--- src/rtl/pei_pkg.sv ---
package pei_pkg;

  // special function register addresses
  localparam logic [7:0] ADDR_ENABLE = 8'hEC;
  localparam logic [7:0] ADDR_PERIPHERAL_CONFIGURATION = 8'hF4;
  localparam logic [7:0] ADDR_SWCFG  = 8'hF5;
  localparam logic [7:0] ADDR_FLAGS  = 8'hF8;
  localparam logic [7:0] ADDR_IEP2   = 8'hA9;

  // bit positions: events shared by enable and flag registers, then status and control bits
  localparam int BIT_DCIN    = 0;
  localparam int BIT_SWITCH  = 1;
  localparam int BIT_DIP     = 5;
  localparam int BIT_PENDING = 6;
  localparam int BIT_RESTORE = 7;
  localparam int BIT_SOURCE  = 6;
  localparam int BIT_GLOBAL  = 1;
  localparam int BIT_PRG_OFF = 1;

  localparam logic [7:0] EVENT_MASK     = 8'hA3;
  localparam logic [7:0] SWCFG_MASK     = 8'h03;
  localparam logic [1:0] PRG_VDD_ONLY   = 2'h0;
  localparam logic [1:0] PRG_VDD_DCIN   = 2'h1;
  localparam logic [7:0] RST_ENABLE     = 8'h00;
  localparam logic [7:0] RST_FLAGS      = 8'h00;
  localparam logic [7:0] RST_PERIPHERAL_CONFIGURATION     = 8'h00;
  localparam logic [1:0] RST_SWCFG      = 2'h0;
  localparam logic [7:0] RST_IEP2       = 8'h00;
  localparam logic [7:0] RDATA_NONE     = 8'h00;

  // timing
  localparam int CLK_PERIOD_PS = 5000;
  localparam int T_MIN_NS      = 10;
  localparam int T_DCIN_MS     = 30;
  localparam int T_RESTORE_MS  = 130;
  localparam int MIN_CYC =
    (T_MIN_NS * 1000 + CLK_PERIOD_PS - 1) / CLK_PERIOD_PS;
  localparam int DCIN_CYC =
    (T_DCIN_MS * 1000000 / CLK_PERIOD_PS) * 1000;
  localparam int RESTORE_CYC =
    (T_RESTORE_MS * 1000000 / CLK_PERIOD_PS) * 1000;

  typedef enum logic {
    PEI_MAIN = 1'b0,
    PEI_BATT = 1'b1
  } pei_src_t;

endpackage

--- src/rtl/pei_hold_timer.sv ---
`timescale 1ns/10ps
// asserts done once cond has held for LIMIT consecutive clocks
module pei_hold_timer #(
  parameter int LIMIT = 2
) (
  input  wire logic clk,
  input  wire logic rst_n,
  input  wire logic cond,
  output logic      done
);

  localparam int CW = $clog2(LIMIT + 1);
  localparam logic [CW-1:0] CNT_MAX = CW'(LIMIT);

  logic [CW-1:0] cnt_r;
  logic [CW-1:0] cnt_nxt;

  always_comb begin
    if (!cond) begin
      cnt_nxt = '0;
    end else if (cnt_r == CNT_MAX) begin
      cnt_nxt = cnt_r;
    end else begin
      cnt_nxt = cnt_r + 1'b1;
    end
  end

  always_ff @(posedge clk or negedge rst_n) begin
    if (!rst_n) begin
      cnt_r <= '0;
    end else begin
      cnt_r <= cnt_nxt;
    end
  end

  assign done = cond && (cnt_r == CNT_MAX);

endmodule

--- src/rtl/pei_top.sv ---
`timescale 1ns/10ps
module pei_top #(
  parameter int DCIN_CYC    = pei_pkg::DCIN_CYC,
  parameter int RESTORE_CYC = pei_pkg::RESTORE_CYC
) (
  input  wire logic       clk,
  input  wire logic       rst_n,
  input  wire logic [7:0] sfr_addr,
  input  wire logic       sfr_wr,
  input  wire logic       sfr_rd,
  input  wire logic [7:0] sfr_wdata,
  output logic      [7:0] sfr_rdata_r,
  input  wire logic       main_low_in,
  input  wire logic       dc_low_in,
  input  wire logic       line_dip_in,
  output logic            on_battery_r,
  output logic            psm_irq_r
);

  // level inputs from the analog side, two flops each
  localparam int NSYNC = 3;
  logic [NSYNC-1:0] async_in;
  logic [NSYNC-1:0] meta_r;
  logic [NSYNC-1:0] sync_r;
  logic             main_low_s;
  logic             dc_low_s;
  logic             line_dip_s;

  assign async_in = {line_dip_in, dc_low_in, main_low_in};

  genvar gi;
  generate
    for (gi = 0; gi < NSYNC; gi++) begin : g_sync
      always_ff @(posedge clk or negedge rst_n) begin
        if (!rst_n) begin
          meta_r[gi] <= 1'b0;
          sync_r[gi] <= 1'b0;
        end else begin
          meta_r[gi] <= async_in[gi];
          sync_r[gi] <= meta_r[gi];
        end
      end
    end
  endgenerate

  assign main_low_s = sync_r[0];
  assign dc_low_s   = sync_r[1];
  assign line_dip_s = sync_r[2];

  function automatic logic hit(input logic [7:0] a, input logic [7:0] b);
    hit = (a == b);
  endfunction

  // register state
  logic [7:0]       enable_r;
  logic [7:0]       enable_nxt;
  logic [7:0]       flags_r;
  logic [7:0]       flags_nxt;
  logic [7:0]       peripheral_configuration_r;
  logic [7:0]       peripheral_configuration_nxt;
  logic [1:0]       swcfg_r;
  logic [1:0]       swcfg_nxt;
  logic [7:0]       iep2_r;
  logic [7:0]       iep2_nxt;
  logic [7:0]       rdata_nxt;
  logic             irq_nxt;
  pei_pkg::pei_src_t src_r;
  pei_pkg::pei_src_t src_nxt;
  logic             to_batt;
  logic             to_main;
  logic [7:0]       set_vec;
  logic [7:0]       clr_vec;
  logic [7:0]       pend_vec;
  logic             sw_off;
  logic             dcin_cause;

  // comparator persistence timers
  logic main_trip;
  logic dc_trip;
  logic dc_flag_ok;
  logic restore_ok;
  logic restore_cond;

  assign sw_off     = swcfg_r[pei_pkg::BIT_PRG_OFF];
  assign dcin_cause = (swcfg_r == pei_pkg::PRG_VDD_DCIN);

  pei_hold_timer #(.LIMIT(pei_pkg::MIN_CYC)) u_main_tmr (
    .clk   (clk),
    .rst_n (rst_n),
    .cond  (main_low_s && (src_r == pei_pkg::PEI_MAIN)),
    .done  (main_trip)
  );

  pei_hold_timer #(.LIMIT(DCIN_CYC)) u_dcsw_tmr (
    .clk   (clk),
    .rst_n (rst_n),
    .cond  (dc_low_s && dcin_cause && (src_r == pei_pkg::PEI_MAIN)),
    .done  (dc_trip)
  );

  pei_hold_timer #(.LIMIT(pei_pkg::MIN_CYC)) u_dcfl_tmr (
    .clk   (clk),
    .rst_n (rst_n),
    .cond  (dc_low_s),
    .done  (dc_flag_ok)
  );

  // restore needs main good, and dc good too when dc may switch
  assign restore_cond = (src_r == pei_pkg::PEI_BATT) && !main_low_s &&
                        !(dcin_cause && dc_low_s);

  pei_hold_timer #(.LIMIT(RESTORE_CYC)) u_rest_tmr (
    .clk   (clk),
    .rst_n (rst_n),
    .cond  (restore_cond),
    .done  (restore_ok)
  );

  // supply source state
  always_comb begin
    src_nxt = src_r;
    unique case (src_r)
      pei_pkg::PEI_MAIN: begin
        if (!sw_off && (main_trip || (dcin_cause && dc_trip))) begin
          src_nxt = pei_pkg::PEI_BATT;
        end
      end
      pei_pkg::PEI_BATT: begin
        if (sw_off || restore_ok) begin
          src_nxt = pei_pkg::PEI_MAIN;
        end
      end
    endcase
  end

  assign to_batt = (src_r == pei_pkg::PEI_MAIN) &&
                   (src_nxt == pei_pkg::PEI_BATT);
  assign to_main = (src_r == pei_pkg::PEI_BATT) &&
                   (src_nxt == pei_pkg::PEI_MAIN);

  always_ff @(posedge clk or negedge rst_n) begin
    if (!rst_n) begin
      src_r        <= pei_pkg::PEI_MAIN;
      on_battery_r <= 1'b0;
    end else begin
      src_r        <= src_nxt;
      on_battery_r <= (src_nxt == pei_pkg::PEI_BATT);
    end
  end

  // flag set and clear vectors
  always_comb begin
    set_vec = 8'h00;
    set_vec[pei_pkg::BIT_SWITCH]  = to_batt;
    set_vec[pei_pkg::BIT_RESTORE] = to_main;
    set_vec[pei_pkg::BIT_DCIN]    = dc_flag_ok;
    set_vec[pei_pkg::BIT_DIP]     = line_dip_s;
    clr_vec = 8'h00;
    if (sfr_wr && hit(sfr_addr, pei_pkg::ADDR_FLAGS)) begin
      clr_vec = ~sfr_wdata & pei_pkg::EVENT_MASK;
    end
  end

  // register writes
  always_comb begin
    enable_nxt = enable_r;
    peripheral_configuration_nxt = peripheral_configuration_r;
    swcfg_nxt  = swcfg_r;
    iep2_nxt   = iep2_r;
    flags_nxt  = ((flags_r & ~clr_vec) | set_vec) &
                 pei_pkg::EVENT_MASK;
    if (sfr_wr) begin
      if (hit(sfr_addr, pei_pkg::ADDR_ENABLE)) begin
        enable_nxt = sfr_wdata & pei_pkg::EVENT_MASK;
      end
      if (hit(sfr_addr, pei_pkg::ADDR_PERIPHERAL_CONFIGURATION)) begin
        peripheral_configuration_nxt = sfr_wdata;
      end
      if (hit(sfr_addr, pei_pkg::ADDR_SWCFG)) begin
        swcfg_nxt = sfr_wdata[1:0];
      end
      if (hit(sfr_addr, pei_pkg::ADDR_IEP2)) begin
        iep2_nxt = sfr_wdata;
      end
    end
  end

  assign pend_vec = flags_r & enable_r;

  always_comb begin
    irq_nxt = iep2_r[pei_pkg::BIT_GLOBAL] && (|pend_vec);
  end

  // read path, one cycle latency
  always_comb begin
    rdata_nxt = sfr_rdata_r;
    if (sfr_rd) begin
      rdata_nxt = pei_pkg::RDATA_NONE;
      if (hit(sfr_addr, pei_pkg::ADDR_ENABLE)) begin
        rdata_nxt = enable_r;
      end
      if (hit(sfr_addr, pei_pkg::ADDR_FLAGS)) begin
        rdata_nxt = flags_r;
        rdata_nxt[pei_pkg::BIT_PENDING] = |pend_vec;
      end
      if (hit(sfr_addr, pei_pkg::ADDR_PERIPHERAL_CONFIGURATION)) begin
        rdata_nxt = peripheral_configuration_r;
        rdata_nxt[pei_pkg::BIT_SOURCE] =
          (src_r == pei_pkg::PEI_MAIN);
      end
      if (hit(sfr_addr, pei_pkg::ADDR_SWCFG)) begin
        rdata_nxt = {6'h00, swcfg_r};
      end
      if (hit(sfr_addr, pei_pkg::ADDR_IEP2)) begin
        rdata_nxt = iep2_r;
      end
    end
  end

  always_ff @(posedge clk or negedge rst_n) begin
    if (!rst_n) begin
      enable_r    <= pei_pkg::RST_ENABLE;
      flags_r     <= pei_pkg::RST_FLAGS;
      peripheral_configuration_r    <= pei_pkg::RST_PERIPHERAL_CONFIGURATION;
      swcfg_r     <= pei_pkg::RST_SWCFG;
      iep2_r      <= pei_pkg::RST_IEP2;
      sfr_rdata_r <= pei_pkg::RDATA_NONE;
      psm_irq_r   <= 1'b0;
    end else begin
      enable_r    <= enable_nxt;
      flags_r     <= flags_nxt;
      peripheral_configuration_r    <= peripheral_configuration_nxt;
      swcfg_r     <= swcfg_nxt;
      iep2_r      <= iep2_nxt;
      sfr_rdata_r <= rdata_nxt;
      psm_irq_r   <= irq_nxt;
    end
  end
endmodule

--- config.mk ---
export PLATFORM = sky130hd
export DESIGN_NAME = pei_top
export DESIGN_NICKNAME = d
export VERILOG_FILES = /design/src/rtl/pei_pkg.sv /design/src/rtl/pei_hold_timer.sv /design/src/rtl/pei_top.sv
export SDC_FILE = /design/constraint.sdc
export NUM_CORES = 1
export LEC_CHECK = 0
export BUFFER_PORTS_ARGS = -buffer_cell sky130_fd_sc_hd__buf_2
export CAP_MARGIN = 5
export CORE_UTILIZATION = 45
export CTS_CLUSTER_SIZE = 25
export DETAILED_ROUTE_END_ITERATION = 8
export PLACE_DENSITY_LB_ADDON = 0.1
export SETUP_SLACK_MARGIN = 0.3
export SKIP_LAST_GASP = 1
export SLEW_MARGIN = 10
export SYNTH_ARGS = -nofsm -noshare
export SYNTH_HDL_FRONTEND = slang
export SYNTH_SLANG_ARGS = --single-unit
--- constraint.sdc ---
create_clock -name clk -period 2.9 [get_ports clk]
set_input_delay 0.58 -clock clk [delete_from_list [all_inputs] [get_ports clk]]
set_output_delay 0.58 -clock clk [all_outputs]
set_load 0.01 [all_outputs]
==> results.py <==
metrics = {
    "synthesis": {
        "synth_xor_area_share_pct": 3.84,
        "seq_area_frac_synth_pct": 51.0,
        "synthTopCellsByCount": "dfrtp_1, nor2_1, nand2_1",
        "synthAdderAreaFrac_pct": 1.65,
        "synth_most_common_cell": "dfrtp_1",
        "yosys_warnings": 0,
        "synth_edf_count": 0,
        "synth_cells": 449,
        "avgSynthCellArea_sq_um": 10.2,
        "synth_seq_cells": 93,
        "synth_area_leader_cell": "dfrtp_1",
        "synth-async-reset-ratio_pct": 100,
        "ys.flop_type": "dfrtp_1",
        "synthSimpleGateAreaFrac_pct": 23.6,
        "synth_compound_area_share_pct": 11.6,
        "synth_top_family_by_area": "simple AND/OR/NAND/NOR gates",
        "netlist.area_leader.share_pct": 51.0,
        "synthTopCellsByArea": "dfrtp_1, mux2_2, nor2_1",
        "synth.distinct_cells": 48,
        "synthesis.nets": 478,
        "synth_area_sq_mm": 0.00456,
        "synth_mux_area_share_pct": 5.40,
    },
    "pwr": {
        "pwr_density_cell_mw_per_mm2": 528,
        "p_leak_nw": 2.08,
        "max-vdd-ir-drop_mv": 0.217,
    },
    "global_route": {
        "grt_start_max_net_pins": 56,
        "grt_pass1_wl_microns": 16000,
        "grt_util_met3_pct": 3.66,
        "grt.met1_usage_pct": 27.5,
        "gr-total-overflow": 0,
        "grt_pass1_vias": 3249,
        "grt_usage_pct": 19.9,
        "antenna_found_initial": 0,
        "gr-max-usage-layer": "met2",
        "grtUsageMet2_pct": 29.8,
    },
    "critical_path": {
        "reg2reg_from": "u_dcsw_tmr.cnt_r[2]",
        "critical_path_class": "flip-flop to flip-flop",
        "cp.required_ns": 3.20,
        "startpoint": "u_dcsw_tmr.cnt_r[2]",
        "startpoint_type": "flip-flop",
        "worst_ep_arrival_time_ns": 2.40,
        "critPathMaxFanout": 10,
        "end_kind": "flip-flop",
    },
    "die": {
        "die_area_sq_mm": 0.0105,
        "die_h_microns": 103,
        "start_util_pct": 46.5,
        "core_sq_mm": 0.00982,
        "fp-row-count": 36,
        "die_w_microns": 103,
        "ios": 33,
    },
    "timing": {
        "min_period_ns": 2.11,
        "relSlewSlack_pct": 57.6,
        "fin_hold_ws_ns": 0.149,
        "drv_slew": 0,
        "tightest_slew_ns": 0.635,
        "fin_skew_ns": 0.0106,
        "setup_viol": 0,
        "grt_setup_unrepaired": "no",
        "fmax_mhz": 475,
        "finalCritPeriodShare_pct": 72.6,
        "hold_viol": 0,
        "fin_setup_tns_ns": 0,
    },
    "cells_and_area": {
        "syn_to_final_growth_pct": 11.0,
        "diodes": 0,
        "layout-drive-gt1-share_pct": 16.0,
        "fin_nets": 506,
    },
    "clock_network": {
        "cts_sinks": 93,
        "clock_latency_ns": 0.38,
        "cts-root-buf": "clkbuf_8",
        "ctsHoldBuffers": 0,
        "cts_max_level": 3,
        "clock_path_buffers": 2,
        "clk_pin_slew_ns": 0.10,
        "cts_buffers": 9,
        "post_cts_buffers": 0,
        "post_cts_resized": 0,
        "cts_tree": "yes",
    },
    "drt": {
        "postRouteAntennaNets": 0,
        "vias_per_cell": 5.73,
        "wl_per_cell_microns": 15.6,
        "detail_route.first_pass.iterations": 4,
        "drcViolationCount": 0,
        "drt_iter0_drc": 175,
        "wirelength_microns": 9600,
        "routed-via-count": 3522,
    },
    "job": {
        "maxCapViolations": 0,
    },
    "status": {
        "outcome": "finished, final reports clean",
    },
    "placement": {
        "place_congestion": 0.856,
        "dp_hpwl_microns": 6770,
        "port_buffers": 32,
    },
    "hold_path": {
        "hold_path.class": "primary input to async pin",
    },
}
==> critical path, stage by stage (launching register included) <==
cell and delay (ns):
dfrtp_1 0.49, nand4_4 0.18, or4_1 0.69, or4_1 0.51, a21oi_1 0.16
==> metal layers <==
metal / share of wire [%] / wire, microns / vias to the layer above
met2: 45 / 4300 / 70
met1: 49 / 4730 / 1730
li1: - / - / 1702
met3: 3.4 / 324 / 20
met4: 2.4 / 234 / 0
met5: 0 / 0 / -
==> cells by family after synthesis <==
group                      count (synthesis)
AOI/OAI and AO/OA                         84
xor gates and xnor gates                  20
adders and majority gates                  6
buffers and inverters                     31
DFF                                       93
muxes                                     22
and+or+nand+nor                          193
==> through the flow <==
step | total power (W) | cells | worst slack, ns | cell area (sq um) | utilization (%)
finish | 0.00267 | 615 | 0.795 | 5060 | 51.6
global route | 0.00281 | 615 | 0.683 | 5060 | 51.6
CTS | 0.00271 | 615 | 0.797 | 5060 | 51.6
detailed placement | 0.00173 | 599 | 0.831 | 4840 | 49.3
global placement | 0.00172 | 599 | 0.872 | 4840 | 49.3
floorplan | 0.00160 | 449 | 0.993 | 4560 | -
==> cell usage in the layout (no fill, tap or decap), types with 13 or more instances in the layout <==
master    n
a21oi_1  27
inv_1    13
nor2_1   39
mux2_2   21
o21ai_0  18
dfrtp_1  93
buf_2    31
or4_1    16
nand3_1  20
nand2_1  32
==> sequential cells by signal (all words and copies together) (netlist names), 2 cells and up <==
signal / cells
iep2_r: 8
u_rest_tmr.cnt_r: 25
flags_r: 4
u_dcfl_tmr.cnt_r: 2
meta_r: 3
swcfg_r: 2
peripheral_configuration_r: 7
u_dcsw_tmr.cnt_r: 23
u_main_tmr.cnt_r: 2
enable_r: 4
sfr_rdata_r: 8
==> power breakdown <==
part           internal (W)  switching [W]  leakage (nW)
combinational      0.000118       0.000167         0.732
sequential          0.00136      0.0000556          1.25
clock              0.000493       0.000480         0.107
==> layout make-up <==
| cell class | count | area, sq um |
|---|---|---|
| fill | 914 | 4760 |
| sequential | 93 | 2330 |
| multi-input combinational | 325 | 2100 |
| timing repair buffer | 35 | 198 |
| tap | 133 | 166 |
| clock buffer | 10 | 128 |
| clock inverter | 6 | 93.8 |
| inverter | 13 | 48.8 |
==> final timing paths <==
check	end	slack, ns	cells past startpoint
min in group clk	meta_r[0]	0.30	1
setup / recovery	u_dcsw_tmr.cnt_r[17]	0.79	4
hold / removal	u_dcfl_tmr.cnt_r[0]	0.15	1
setup reg to reg	u_dcsw_tmr.cnt_r[17]	0.79	4
max in group asynchronous	u_dcsw_tmr.cnt_r[18]	2.09	2
hold reg to reg	main_low_s	0.36	0
Note: power is estimated with default switching activity, not from simulation.
